==> src/rtl/owh_pkg.sv <==
// shared timing constants and types for the output word handshake channel
package owh_pkg;
   localparam int unsigned OWH_CLK_NS = 10;
   // minimum times in nanoseconds: _SLOW_ names the slow interface, _FAST_ the fast interface
   localparam int unsigned OWH_SETUP_SLOW_NS = 4200;
   localparam int unsigned OWH_SETUP_FAST_NS = 400;
   localparam int unsigned OWH_HOLD_SLOW_NS = 4300;
   localparam int unsigned OWH_HOLD_FAST_NS = 500;
   localparam int unsigned OWH_ACK_SLOW_NS = 8000;
   localparam int unsigned OWH_ACK_FAST_NS = 2200;
   localparam int unsigned OWH_VALID_SLOW_NS = 16700;
   localparam int unsigned OWH_VALID_FAST_NS = 3200;
   localparam int unsigned OWH_GAP_SLOW_NS = 2800;
   localparam int unsigned OWH_GAP_FAST_NS = 800;
   localparam int unsigned OWH_CLEAR_SLOW_NS = 7000;
   localparam int unsigned OWH_CLEAR_FAST_NS = 1200;
   // least times round up to whole cycles
   function automatic int unsigned owh_cycles(input int unsigned ns);
      int unsigned c;
      c = (ns + OWH_CLK_NS - 1) / OWH_CLK_NS;
      owh_cycles = (c < 1) ? 1 : c;
   endfunction : owh_cycles
   localparam int unsigned OWH_SETUP_SLOW_CYC = owh_cycles(OWH_SETUP_SLOW_NS);
   localparam int unsigned OWH_SETUP_FAST_CYC = owh_cycles(OWH_SETUP_FAST_NS);
   localparam int unsigned OWH_HOLD_SLOW_CYC = owh_cycles(OWH_HOLD_SLOW_NS);
   localparam int unsigned OWH_HOLD_FAST_CYC = owh_cycles(OWH_HOLD_FAST_NS);
   localparam int unsigned OWH_ACK_SLOW_CYC = owh_cycles(OWH_ACK_SLOW_NS);
   localparam int unsigned OWH_ACK_FAST_CYC = owh_cycles(OWH_ACK_FAST_NS);
   localparam int unsigned OWH_VALID_SLOW_CYC = owh_cycles(OWH_VALID_SLOW_NS);
   localparam int unsigned OWH_VALID_FAST_CYC = owh_cycles(OWH_VALID_FAST_NS);
   localparam int unsigned OWH_GAP_SLOW_CYC = owh_cycles(OWH_GAP_SLOW_NS);
   localparam int unsigned OWH_GAP_FAST_CYC = owh_cycles(OWH_GAP_FAST_NS);
   localparam int unsigned OWH_CLEAR_SLOW_CYC = owh_cycles(OWH_CLEAR_SLOW_NS);
   localparam int unsigned OWH_CLEAR_FAST_CYC = owh_cycles(OWH_CLEAR_FAST_NS);
   localparam int OWH_CNT_W = 12;
   localparam int OWH_WORD_W = 30;
   typedef enum logic [4:0] {
      OWH_IDLE = 5'h01,
      OWH_SETUP = 5'h02,
      OWH_ACK = 5'h04,
      OWH_HOLD = 5'h08,
      OWH_GAP = 5'h10
   } owh_state_type;
endpackage : owh_pkg

==> src/rtl/owh_link_if.sv <==
// output channel lines between the computer end and the peripheral end
`timescale 1ns/1ps
interface owh_link_if #(parameter int WORD_W = 30);
   logic [WORD_W-1:0] word;
   logic out_ack;
   logic cmd_ack;
   logic out_req;
   logic cmd_req;
   modport computer (output word, output out_ack, output cmd_ack, input out_req, input cmd_req);
   modport peripheral (input word, input out_ack, input cmd_ack, output out_req, output cmd_req);
endinterface : owh_link_if

==> src/rtl/owh_computer.sv <==
// computer end: places data and command words and paces the acknowledges
//Contract
//- never change signals before minimum intervals
//- recognize signals at or after minimums
//- peripheral requests only when ready
//- acknowledge marks word valid for sampling
//- word may follow request with no wait
//- setup interval between word and acknowledge
//- peripheral detects minimum-length acknowledge
//- hold word after acknowledge falls
//- peripheral accepts minimum word-valid interval
//- peripheral may drop request after acknowledge
//- request must be low clearing interval first
//- handle new request before acknowledge falls
//- forced command sent without any request
//- peripheral tolerates back-to-back forced commands
//- setup 4.2 slow, 0.4 fast microseconds
//- acknowledge high 8.0 slow, 2.2 fast
//- request low 7.0 slow, 1.2 fast
//- forced gap 2.8 slow, 0.8 fast
`timescale 1ns/1ps
module owh_computer
   import owh_pkg::*;
#(
   parameter int WORD_W = OWH_WORD_W
) (
   // clock and reset
   input wire logic clock_i,
   input wire logic resetn_i,
   // user side
   input wire logic fast_i,
   input wire logic send_valid_i,
   input wire logic send_cmd_i,
   input wire logic send_force_i,
   input wire logic [WORD_W-1:0] send_word_i,
   output logic send_ready_o,
   output logic out_pending_o,
   output logic cmd_pending_o,
   // link
   owh_link_if.computer link
);
   // elaboration checks: the word must exist and the slow acknowledge, setup, hold and valid times summed must fit the counter
   if (WORD_W < 1) begin : g_bad_width
      $error("word width must be positive");
   end
   if (OWH_ACK_SLOW_CYC + OWH_SETUP_SLOW_CYC + OWH_HOLD_SLOW_CYC + OWH_VALID_SLOW_CYC >= (1 << OWH_CNT_W)) begin : g_bad_count
      $error("interval counter too narrow for the slow profile");
   end

   owh_state_type state_q;
   logic [OWH_CNT_W-1:0] cnt_q;
   logic [1:0] oreq_s_q, creq_s_q;
   logic oreq_prev_q, creq_prev_q;
   logic [OWH_CNT_W-1:0] olow_q, clow_q;
   logic out_pend_q, cmd_pend_q;
   logic is_cmd_q, forced_q, fast_q;
   logic [WORD_W-1:0] word_q;
   logic out_ack_q, cmd_ack_q, ready_q;
   logic take;

   function automatic logic [OWH_CNT_W-1:0] pick(input logic f, input int unsigned s, input int unsigned q);
      pick = f ? OWH_CNT_W'(q) : OWH_CNT_W'(s);
   endfunction : pick

   // a request counts once, on a rising edge, and only after the line sat low for the clearing interval
   function automatic logic armed(input logic now_v, input logic prev_v, input logic [OWH_CNT_W-1:0] low_v,
         input logic [OWH_CNT_W-1:0] need_v);
      armed = now_v && !prev_v && (low_v >= need_v);
   endfunction : armed

   function automatic logic [OWH_CNT_W-1:0] sat_inc(input logic [OWH_CNT_W-1:0] v);
      sat_inc = (v == '1) ? v : v + 1'b1;
   endfunction : sat_inc

   logic [OWH_CNT_W-1:0] setup_c, ack_c, hold_c, gap_c, clear_c, valid_c;
   always_comb begin
      setup_c = pick(fast_q, OWH_SETUP_SLOW_CYC, OWH_SETUP_FAST_CYC);
      ack_c = pick(fast_q, OWH_ACK_SLOW_CYC, OWH_ACK_FAST_CYC);
      hold_c = pick(fast_q, OWH_HOLD_SLOW_CYC, OWH_HOLD_FAST_CYC);
      gap_c = pick(fast_q, OWH_GAP_SLOW_CYC, OWH_GAP_FAST_CYC);
      clear_c = pick(fast_q, OWH_CLEAR_SLOW_CYC, OWH_CLEAR_FAST_CYC);
      valid_c = pick(fast_q, OWH_VALID_SLOW_CYC, OWH_VALID_FAST_CYC);
   end

   // the acknowledge may outlast its own minimum so that the word stands for the full valid time
   logic ack_done;
   assign ack_done = (cnt_q >= ack_c) && (cnt_q + setup_c + hold_c >= valid_c);

   // profile is latched only while idle so a transfer never mixes timings
   always_ff @(posedge clock_i) begin
      if (!resetn_i) fast_q <= 1'b0;
      else if (state_q == OWH_IDLE) fast_q <= fast_i;
   end

   // request lines come from another clock domain
   always_ff @(posedge clock_i) begin
      if (!resetn_i) begin
         oreq_s_q <= 2'h0;
         oreq_prev_q <= 1'b0;
      end else begin
         oreq_s_q <= {oreq_s_q[0], link.out_req};
         oreq_prev_q <= oreq_s_q[1];
      end
   end

   always_ff @(posedge clock_i) begin
      if (!resetn_i) begin
         creq_s_q <= 2'h0;
         creq_prev_q <= 1'b0;
      end else begin
         creq_s_q <= {creq_s_q[0], link.cmd_req};
         creq_prev_q <= creq_s_q[1];
      end
   end

   // low-time counters arm a request only after the clearing interval
   always_ff @(posedge clock_i) begin
      if (!resetn_i) begin
         olow_q <= '0;
         clow_q <= '0;
      end else begin
         if (oreq_prev_q) olow_q <= '0;
         else olow_q <= sat_inc(olow_q);
         if (creq_prev_q) clow_q <= '0;
         else clow_q <= sat_inc(clow_q);
      end
   end

   // pending flags: a rising edge held high; set wins over the clear from a served word
   always_ff @(posedge clock_i) begin
      if (!resetn_i) begin
         out_pend_q <= 1'b0;
         cmd_pend_q <= 1'b0;
      end else begin
         if (armed(oreq_s_q[1], oreq_prev_q, olow_q, clear_c)) out_pend_q <= 1'b1;
         else if (take && !send_cmd_i && !send_force_i) out_pend_q <= 1'b0;
         if (armed(creq_s_q[1], creq_prev_q, clow_q, clear_c)) cmd_pend_q <= 1'b1;
         else if (take && send_cmd_i && !send_force_i) cmd_pend_q <= 1'b0;
      end
   end

   // a word is taken only in idle; a request raised during the last acknowledge is already pending then
   assign take = send_valid_i && ready_q;

   always_ff @(posedge clock_i) begin
      if (!resetn_i) begin
         state_q <= OWH_IDLE;
         cnt_q <= '0;
         word_q <= '0;
         is_cmd_q <= 1'b0;
         forced_q <= 1'b0;
         out_ack_q <= 1'b0;
         cmd_ack_q <= 1'b0;
      end else begin
         case (state_q)
            OWH_IDLE: begin
               if (take) begin
                  word_q <= send_word_i;
                  is_cmd_q <= send_cmd_i | send_force_i;
                  forced_q <= send_force_i;
                  cnt_q <= OWH_CNT_W'(1);
                  state_q <= OWH_SETUP;
               end
            end
            OWH_SETUP: begin
               cnt_q <= cnt_q + 1'b1;
               if (cnt_q >= setup_c) begin
                  out_ack_q <= ~is_cmd_q;
                  cmd_ack_q <= is_cmd_q;
                  cnt_q <= OWH_CNT_W'(1);
                  state_q <= OWH_ACK;
               end
            end
            OWH_ACK: begin
               cnt_q <= cnt_q + 1'b1;
               if (ack_done) begin
                  out_ack_q <= 1'b0;
                  cmd_ack_q <= 1'b0;
                  cnt_q <= OWH_CNT_W'(1);
                  state_q <= OWH_HOLD;
               end
            end
            OWH_HOLD: begin
               cnt_q <= cnt_q + 1'b1;
               if (cnt_q >= hold_c) begin
                  cnt_q <= OWH_CNT_W'(1);
                  state_q <= OWH_GAP;
               end
            end
            OWH_GAP: begin
               cnt_q <= cnt_q + 1'b1;
               if (cnt_q >= gap_c) state_q <= OWH_IDLE;
            end
            default: state_q <= OWH_IDLE;
         endcase
      end
   end

   // ready only in idle; the user gates requested words by the pending flags
   always_ff @(posedge clock_i) begin
      if (!resetn_i) ready_q <= 1'b0;
      else ready_q <= (state_q == OWH_IDLE) && !take;
   end

   assign send_ready_o = ready_q;
   assign out_pending_o = out_pend_q;
   assign cmd_pending_o = cmd_pend_q;
   assign link.word = word_q;
   assign link.out_ack = out_ack_q;
   assign link.cmd_ack = cmd_ack_q;
endmodule : owh_computer

==> src/flat_wrapper.sv <==
// flat-port wrapper written by rule: the top's interface ports become plain ports
module owh_computer_flat import owh_pkg::*;
#(
   parameter int WORD_W = OWH_WORD_W
)
  (clock_i, resetn_i, fast_i, send_valid_i, send_cmd_i, send_force_i, send_word_i, send_ready_o, out_pending_o, cmd_pending_o, link_word, link_out_ack, link_cmd_ack, link_out_req, link_cmd_req);
  owh_link_if #(.WORD_W(WORD_W)) link_i ();
  input wire logic clock_i;
  input wire logic resetn_i;
  input wire logic fast_i;
  input wire logic send_valid_i;
  input wire logic send_cmd_i;
  input wire logic send_force_i;
  input wire logic [WORD_W-1:0] send_word_i;
  output logic send_ready_o;
  output logic out_pending_o;
  output logic cmd_pending_o;
  output wire logic [$bits(link_i.word)-1:0] link_word;
  output wire logic [$bits(link_i.out_ack)-1:0] link_out_ack;
  output wire logic [$bits(link_i.cmd_ack)-1:0] link_cmd_ack;
  input wire logic [$bits(link_i.out_req)-1:0] link_out_req;
  input wire logic [$bits(link_i.cmd_req)-1:0] link_cmd_req;
  assign link_word = link_i.word;
  assign link_out_ack = link_i.out_ack;
  assign link_cmd_ack = link_i.cmd_ack;
  assign link_i.out_req = link_out_req;
  assign link_i.cmd_req = link_cmd_req;
  owh_computer #(.WORD_W(WORD_W)) u_core (.clock_i(clock_i), .resetn_i(resetn_i), .fast_i(fast_i), .send_valid_i(send_valid_i), .send_cmd_i(send_cmd_i), .send_force_i(send_force_i), .send_word_i(send_word_i), .send_ready_o(send_ready_o), .out_pending_o(out_pending_o), .cmd_pending_o(cmd_pending_o), .link(link_i));
endmodule
==> config.mk <==
export PLATFORM = sky130hd
export DESIGN_NAME = owh_computer_flat
export DESIGN_NICKNAME = d
export VERILOG_FILES = /design/src/rtl/owh_pkg.sv /design/src/rtl/owh_link_if.sv /design/src/rtl/owh_computer.sv /design/src/flat_wrapper.sv
export SDC_FILE = /design/constraint.sdc
export NUM_CORES = 1
export LEC_CHECK = 0
export ABC_CLOCK_PERIOD_IN_PS = 3800
export BUFFER_PORTS_ARGS = -buffer_cell sky130_fd_sc_hd__buf_4
export CORE_ASPECT_RATIO = 1.4
export CORE_MARGIN = 2
export CORE_UTILIZATION = 50
export DETAILED_ROUTE_END_ITERATION = 7
export HOLD_SLACK_MARGIN = 0.12
export PLACE_DENSITY_LB_ADDON = 0.05
export REMOVE_ABC_BUFFERS = 1
export SYNTH_ARGS = -nofsm -noshare
export SYNTH_HDL_FRONTEND = slang
export SYNTH_SLANG_ARGS = --single-unit
==> constraint.sdc <==
create_clock -name clock_i -period 3.8 [get_ports clock_i]
set_clock_uncertainty 0.15 [all_clocks]
set_input_delay 0.38 -clock clock_i [delete_from_list [all_inputs] [get_ports clock_i]]
set_output_delay 0.38 -clock clock_i [all_outputs]
set_load 0.005 [all_outputs]
Yosys cells after proc, flatten, opt, wreduce, memory -nomap -nowiden --
Index checks and enable logic that the tools add are counted.
Storage, ports and cells: bits in registers 84, bits in latches 0, RAM bits 0, bits in read-only memories 0, input port bits 38, output and inout bits 35, logic and storage cells 95, memories 0
Cells by class: add/subtract/negate cells 5, $mul 0, div/mod/pow operators 0, order comparisons 7, eq/ne operators 12, shift-type cells 0, mux-type cells 26, bitwise logic cells 3, reductions and logical operators 26
Operators by type and width (count):
- 12-bit >= comparator | 7
- 12-bit case mux with 5 select lines | 1
- 12-bit two-way mux | 4
- 12-bit by 1-bit adder with 12-bit output (second input constant) | 3
- 9-bit two-way mux | 3
- 5-bit two-way mux | 5
- 5-bit case mux with 5 select lines | 1
- 12-bit adder | 2
- 12-bit == test (second input constant) | 2
- 10-bit two-way mux | 2
- 1-bit logical AND | 11
- 11-bit two-way mux | 1
- 2-bit by 1-bit != test with 1-bit output (second input constant) | 5
- 1-bit two-way mux | 7
- 2-bit nonzero test | 3
- 5-bit by 1-bit == test with 1-bit output (second input constant) | 1
- 5-bit by 2-bit == test with 1-bit output (second input constant) | 1
- 5-bit by 3-bit == test with 1-bit output (second input constant) | 1
- 5-bit by 4-bit == test with 1-bit output (second input constant) | 1
- 5-bit == test (second input constant) | 1
- 1-bit zero test | 5
- 5-bit AND reduction | 1
- 5-bit nonzero test | 1
- 1-bit case mux with 2 select lines | 2
- other kinds (5) | 8

Longest topological paths before layout --
word-level depth 7, gate-level depth with buffers 18

Worst setup path before layout --
Ideal clock, no wire load.
kind reg-to-reg, start register u_core.fast_q, end register u_core.cnt_q[1], library setup time 0.116 ns, arrival 3.545 ns, slack -0.012 ns, stages on the path, launching flop included 18, buffers on the path 1, clock period less this slack 3.812 ns, cells stage by stage dfxtp_1 > inv_1 > ha_1 > ha_1 > a21oi_1 > o21bai_1 > a21oi_1 > nor2_1 > nor2_1 > xnor2_1 > ha_1 > nand3_1 > o22ai_1 > nor2_1 > o311ai_1 > nand3b_1 > buf_4 > a41o_1
On the way: longest elaborated chain between the ends 7
RTL lines:
- from (decl) | line owh_computer.sv:56 | logic is_cmd_q, forced_q, fast_q;
- from (signal assigned) | line owh_computer.sv:92 | else if (state_q == OWH_IDLE) fast_q <= fast_i;
- 9-bit two-way mux | line owh_computer.sv:62 | pick = f ? OWH_CNT_W'(q) : OWH_CNT_W'(s);
- 12-bit adder (2 in a row) | line owh_computer.sv:87 | assign ack_done = (cnt_q >= ack_c) && (cnt_q + setup_c + hold_c >= valid_c);
- 12-bit >= comparator | line owh_computer.sv:87
- 1-bit logical AND | line owh_computer.sv:87
- 12-bit two-way mux | line owh_computer.sv:176 | if (ack_done) begin
- 12-bit case mux with 5 select lines (*) | line owh_computer.sv:155 | case (state_q)
- to (signal assigned) | line owh_computer.sv:166 | cnt_q <= cnt_q + 1'b1;
- to (signal assigned) | line owh_computer.sv:175 | cnt_q <= cnt_q + 1'b1;
- to (signal assigned) | line owh_computer.sv:184 | cnt_q <= cnt_q + 1'b1;
- to (decl) | line owh_computer.sv:51 | logic [OWH_CNT_W-1:0] cnt_q;
Every way passes the cells marked *; elsewhere a longest branch is shown, timed or not. A chain may end at the register's enable or synchronous reset.

Worst setup path in the final report --
start register u_core.cnt_q[3], end register u_core.cnt_q[2]
On the way: longest elaborated chain between the ends 6
RTL lines (line):
- 12-bit adder (2 in a row) | owh_computer.sv:87
- 12-bit >= comparator | owh_computer.sv:87
- 1-bit logical AND | owh_computer.sv:87
- 12-bit two-way mux | owh_computer.sv:176
- 12-bit case mux with 5 select lines (*) | owh_computer.sv:155
Marked as above.

==> flow_summary.ini <==
[sta]
worst_pin_slew_ps = 757
relSlewSlack_pct = 49.4
timing.hold.ws_ps = 147
setup_ws_ps = 237
setup_viol = 0
fin_crit_sh_pct = 93.8
fin_crit_ps = 3560
max_clock_freq_mhz = 281
hold_viol_final = 0
finalMaxSlewViolations = 0
rsz0062_at_grt = no

[routing]
via_per_inst = 5.65
ant_nets = 0
wl_per_cell_um = 15.1
drt_iter0_drc = 224
post-route-drc-count = 0
vias = 4229
drt_pass1_iterations = 4
drt-total-wl_um = 11300

[critical_path]
crit_arrival_ps = 3630
critical_path_class = register to register
path_cells = inv_1 > ha_1 > ha_1 > a21oi_1 > o21bai_1 > a21oi_2 > nor2_1 > nor2_1 > xnor2_1 > ha_1 > nand3_1 > o22ai_1 > nor2_1 > o311ai_1 > nand3b_1 > buf_4 > a41oi_2 > o22ai_2
cpPeakStageDelay_ps = 380
endpoint_kind = register
slowest_stage = dfxtp_2
path_max_fanout = 11
r2r_slack_ps = 240
timing.rr.start = u_core.cnt_q[3]$_SDFFE_PN0P_
required_ps = 3870
start_kind = register
startpoint = u_core.cnt_q[3]$_SDFFE_PN0P_

[floorplan]
die_area_um2 = 10200
fp.dieW_um = 86.1
ioPinCount = 73
rows = 41
core_um2 = 9080
die_y_um = 119
initial_core_util_pct = 52.0

[global_route]
grt_pass1_vias = 4119
grt_pass1_wl_um = 19500
grt_max_degree = 55
antenna_found_initial = 0
grtUsageTotal_pct = 23.5
grt-ovfl-total = 0

[cts]
clockRootBuffer = clkbuf_16
cts_made_buffers = 9
post_cts_buffers = 0
cts_tree = built
numClockSinks = 84
cts_buffer_depth = 2
clkSlewWorstSetupHoldPaths_ps = 60
cts_max_level = 3
clkLatencyLatePin_ps = 340

[finish]
insertedDiodeCount = 0
drive_above_1_share_pct = 17.1
fin_nets = 722
syn_to_final_growth_pct = 21.0
nFillCells = 815

[place]
io_buffers = 72
place.detailed.hpwl_um = 8260
gp_congestion = 0.891
place_ws_ps = 186

[yosys]
synthDistinctLibCells = 61
synth-main-ff-cell = dfxtp_1
syn_inst = 566
synth_edf_count = 0
syn_avg_cell_area_um2 = 8.34
ys_ff_latch = 84
synth_area_um2 = 4720
async_flop_share_pct = 0
seq_area_frac_synth_pct = 35.6
yosysWarnings = 0

[hold_path]
hold_path.class = input port to register
worstHoldStart = send_word_i[10]

[run]
maxCapViolCount = 0

[pwr]
leakagePower_uw = 0.00245
powerDensity_nw_per_um2 = 374
vdd_drop_max_mv = 0.262

[outcome]
run_status = completed
## power breakdown
group	internal [uW]	leakage (uW)	switching, uW	total [uW]
clock network	590	0.000156	340	930
registers	917	0.000683	24.8	941
logic	123	0.00161	143	266
## registers in the layout, summed over array words and instances (netlist names)
name and flops:
u_core.link.word 30, u_core.out_pending_o 1, u_core.is_cmd_q 1, u_core.creq_prev_q 1, u_core.send_ready_o 1, u_core.link.out_ack 1, u_core.oreq_s_q 2, u_core.cmd_pending_o 1
u_core.fast_q 1, u_core.olow_q 12, u_core.cnt_q 12, u_core.oreq_prev_q 1, u_core.creq_s_q 2, u_core.link.cmd_ack 1, u_core.clow_q 12, u_core.state_q 5
## worst paths after layout
path	cells past startpoint	end
worst max register to register	18	u_core.cnt_q[2]$_SDFFE_PN0P_
worst max-delay path	18	u_core.cnt_q[2]$_SDFFE_PN0P_
worst min-delay path	3	u_core.link.word[10]$_SDFFE_PN0P_
worst min register to register	1	u_core.oreq_s_q[1]$_SDFF_PN0_
## layer usage
metal	share of wire, %	global-route usage (%)	vias to the layer above
li1	-	-	2132
met1	42	28.3	1988
met2	51	40.3	86
met3	4.2	4.44	23
met4	2.8	9.72	0
met5	0	0	-
## critical path: cells and delay by family, from the launching register on
| family | cells | cell delay (ps) |
|---|---|---|
| DFF | 1 | 380 |
| and+or+nand+nor | 5 | 560 |
| AOI/OAI and AO/OA | 7 | 1060 |
| adders and majority gates | 3 | 870 |
| buffers and inverters | 2 | 340 |
| xor gates and xnor gates | 1 | 80 |
## through the flow
stage | TNS [ps] | total power (uW) | instance area (um^2) | std cells | utilization [%]
floorplan | -816 | 1100 | 4610 | 543 | -
global placement | 0 | 1220 | 5370 | 732 | 59.1
detailed placement | 0 | 1230 | 5370 | 732 | 59.1
CTS | 0 | 2160 | 5700 | 749 | 62.8
global route | 0 | 2230 | 5710 | 749 | 62.9
finish | 0 | 2140 | 5710 | 749 | 62.9
## cells in the final DEF (no fill, tap or decap), types with 5 or more instances in the layout
| master | synthesis | layout |
|---|---|---|
| nand2_1 | 103 | 103 |
| nor3_1 | 10 | 10 |
| and3_1 | 9 | 9 |
| dfxtp_1 | 84 | 82 |
| nand3_1 | 24 | 24 |
| inv_1 | 26 | 26 |
| nor2b_1 | 5 | 5 |
| and2_1 | 8 | 8 |
| nand4_1 | 12 | 12 |
| a211oi_1 | 6 | 6 |
| a21boi_0 | 31 | 31 |
| clkbuf_16 | 0 | 9 |
| nand2b_1 | 7 | 7 |
| o211ai_1 | 7 | 7 |
| xnor2_1 | 10 | 10 |
| buf_4 | 1 | 82 |
| xor2_1 | 11 | 11 |
| nor2_1 | 43 | 43 |
| a21oi_1 | 21 | 20 |
| o21ai_0 | 10 | 9 |
| ha_1 | 46 | 46 |
## layout make-up
cell class / count / area, um^2 / share of cell area, %
inverters: 26 / 97.6 / 1.71
flip-flops and latches: 84 / 1680 / 29.5
clock inverters: 4 / 73.8 / 1.29
clock buffers: 11 / 243 / 4.25
well taps: 107 / 134 / 2.34
multi-input cells: 433 / 2840 / 49.8
repair buffers: 84 / 636 / 11.1
## logic make-up after synthesis
group                    Yosys count  synth area share [%]
AND/OR/NAND/NOR                  242                  24.5
flip-flops                        84                  35.6
XOR/XNOR                          21                  3.90
adder cells (fa/ha/maj)           46                  12.2
AO/OA/AOI/OAI                    120                  18.5
multiplexers                       4                 0.848
buffers and inverters             49                  4.37
## Yosys cell counts, drive strengths merged, types with 5 or more instances
master,number,area (um^2)
a211oi,6,45.0
a21boi,31,233
a21oi,21,105
and2,8,50.1
and3,9,56.3
buf,6,45.0
clkbuf,17,63.8
dfxtp,84,1680
ha,46,576
inv,26,97.6
nand2,103,387
nand2b,7,43.8
nand3,25,130
nand4,12,75.1
nor2,44,168
nor2b,5,31.3
nor3,11,60.1
nor3b,5,53.8
o211ai,7,52.6
o21ai,12,60.1
o22ai,5,37.5
xnor2,10,87.6
xor2,11,96.3
## repair_timing
action,4_1_cts,5_1_grt
resized for setup,0,4
setup endpoints to repair,0,6
hold buffers,2,0
hold endpoints to repair,2,0
Power figures use the tool's default switching activity.
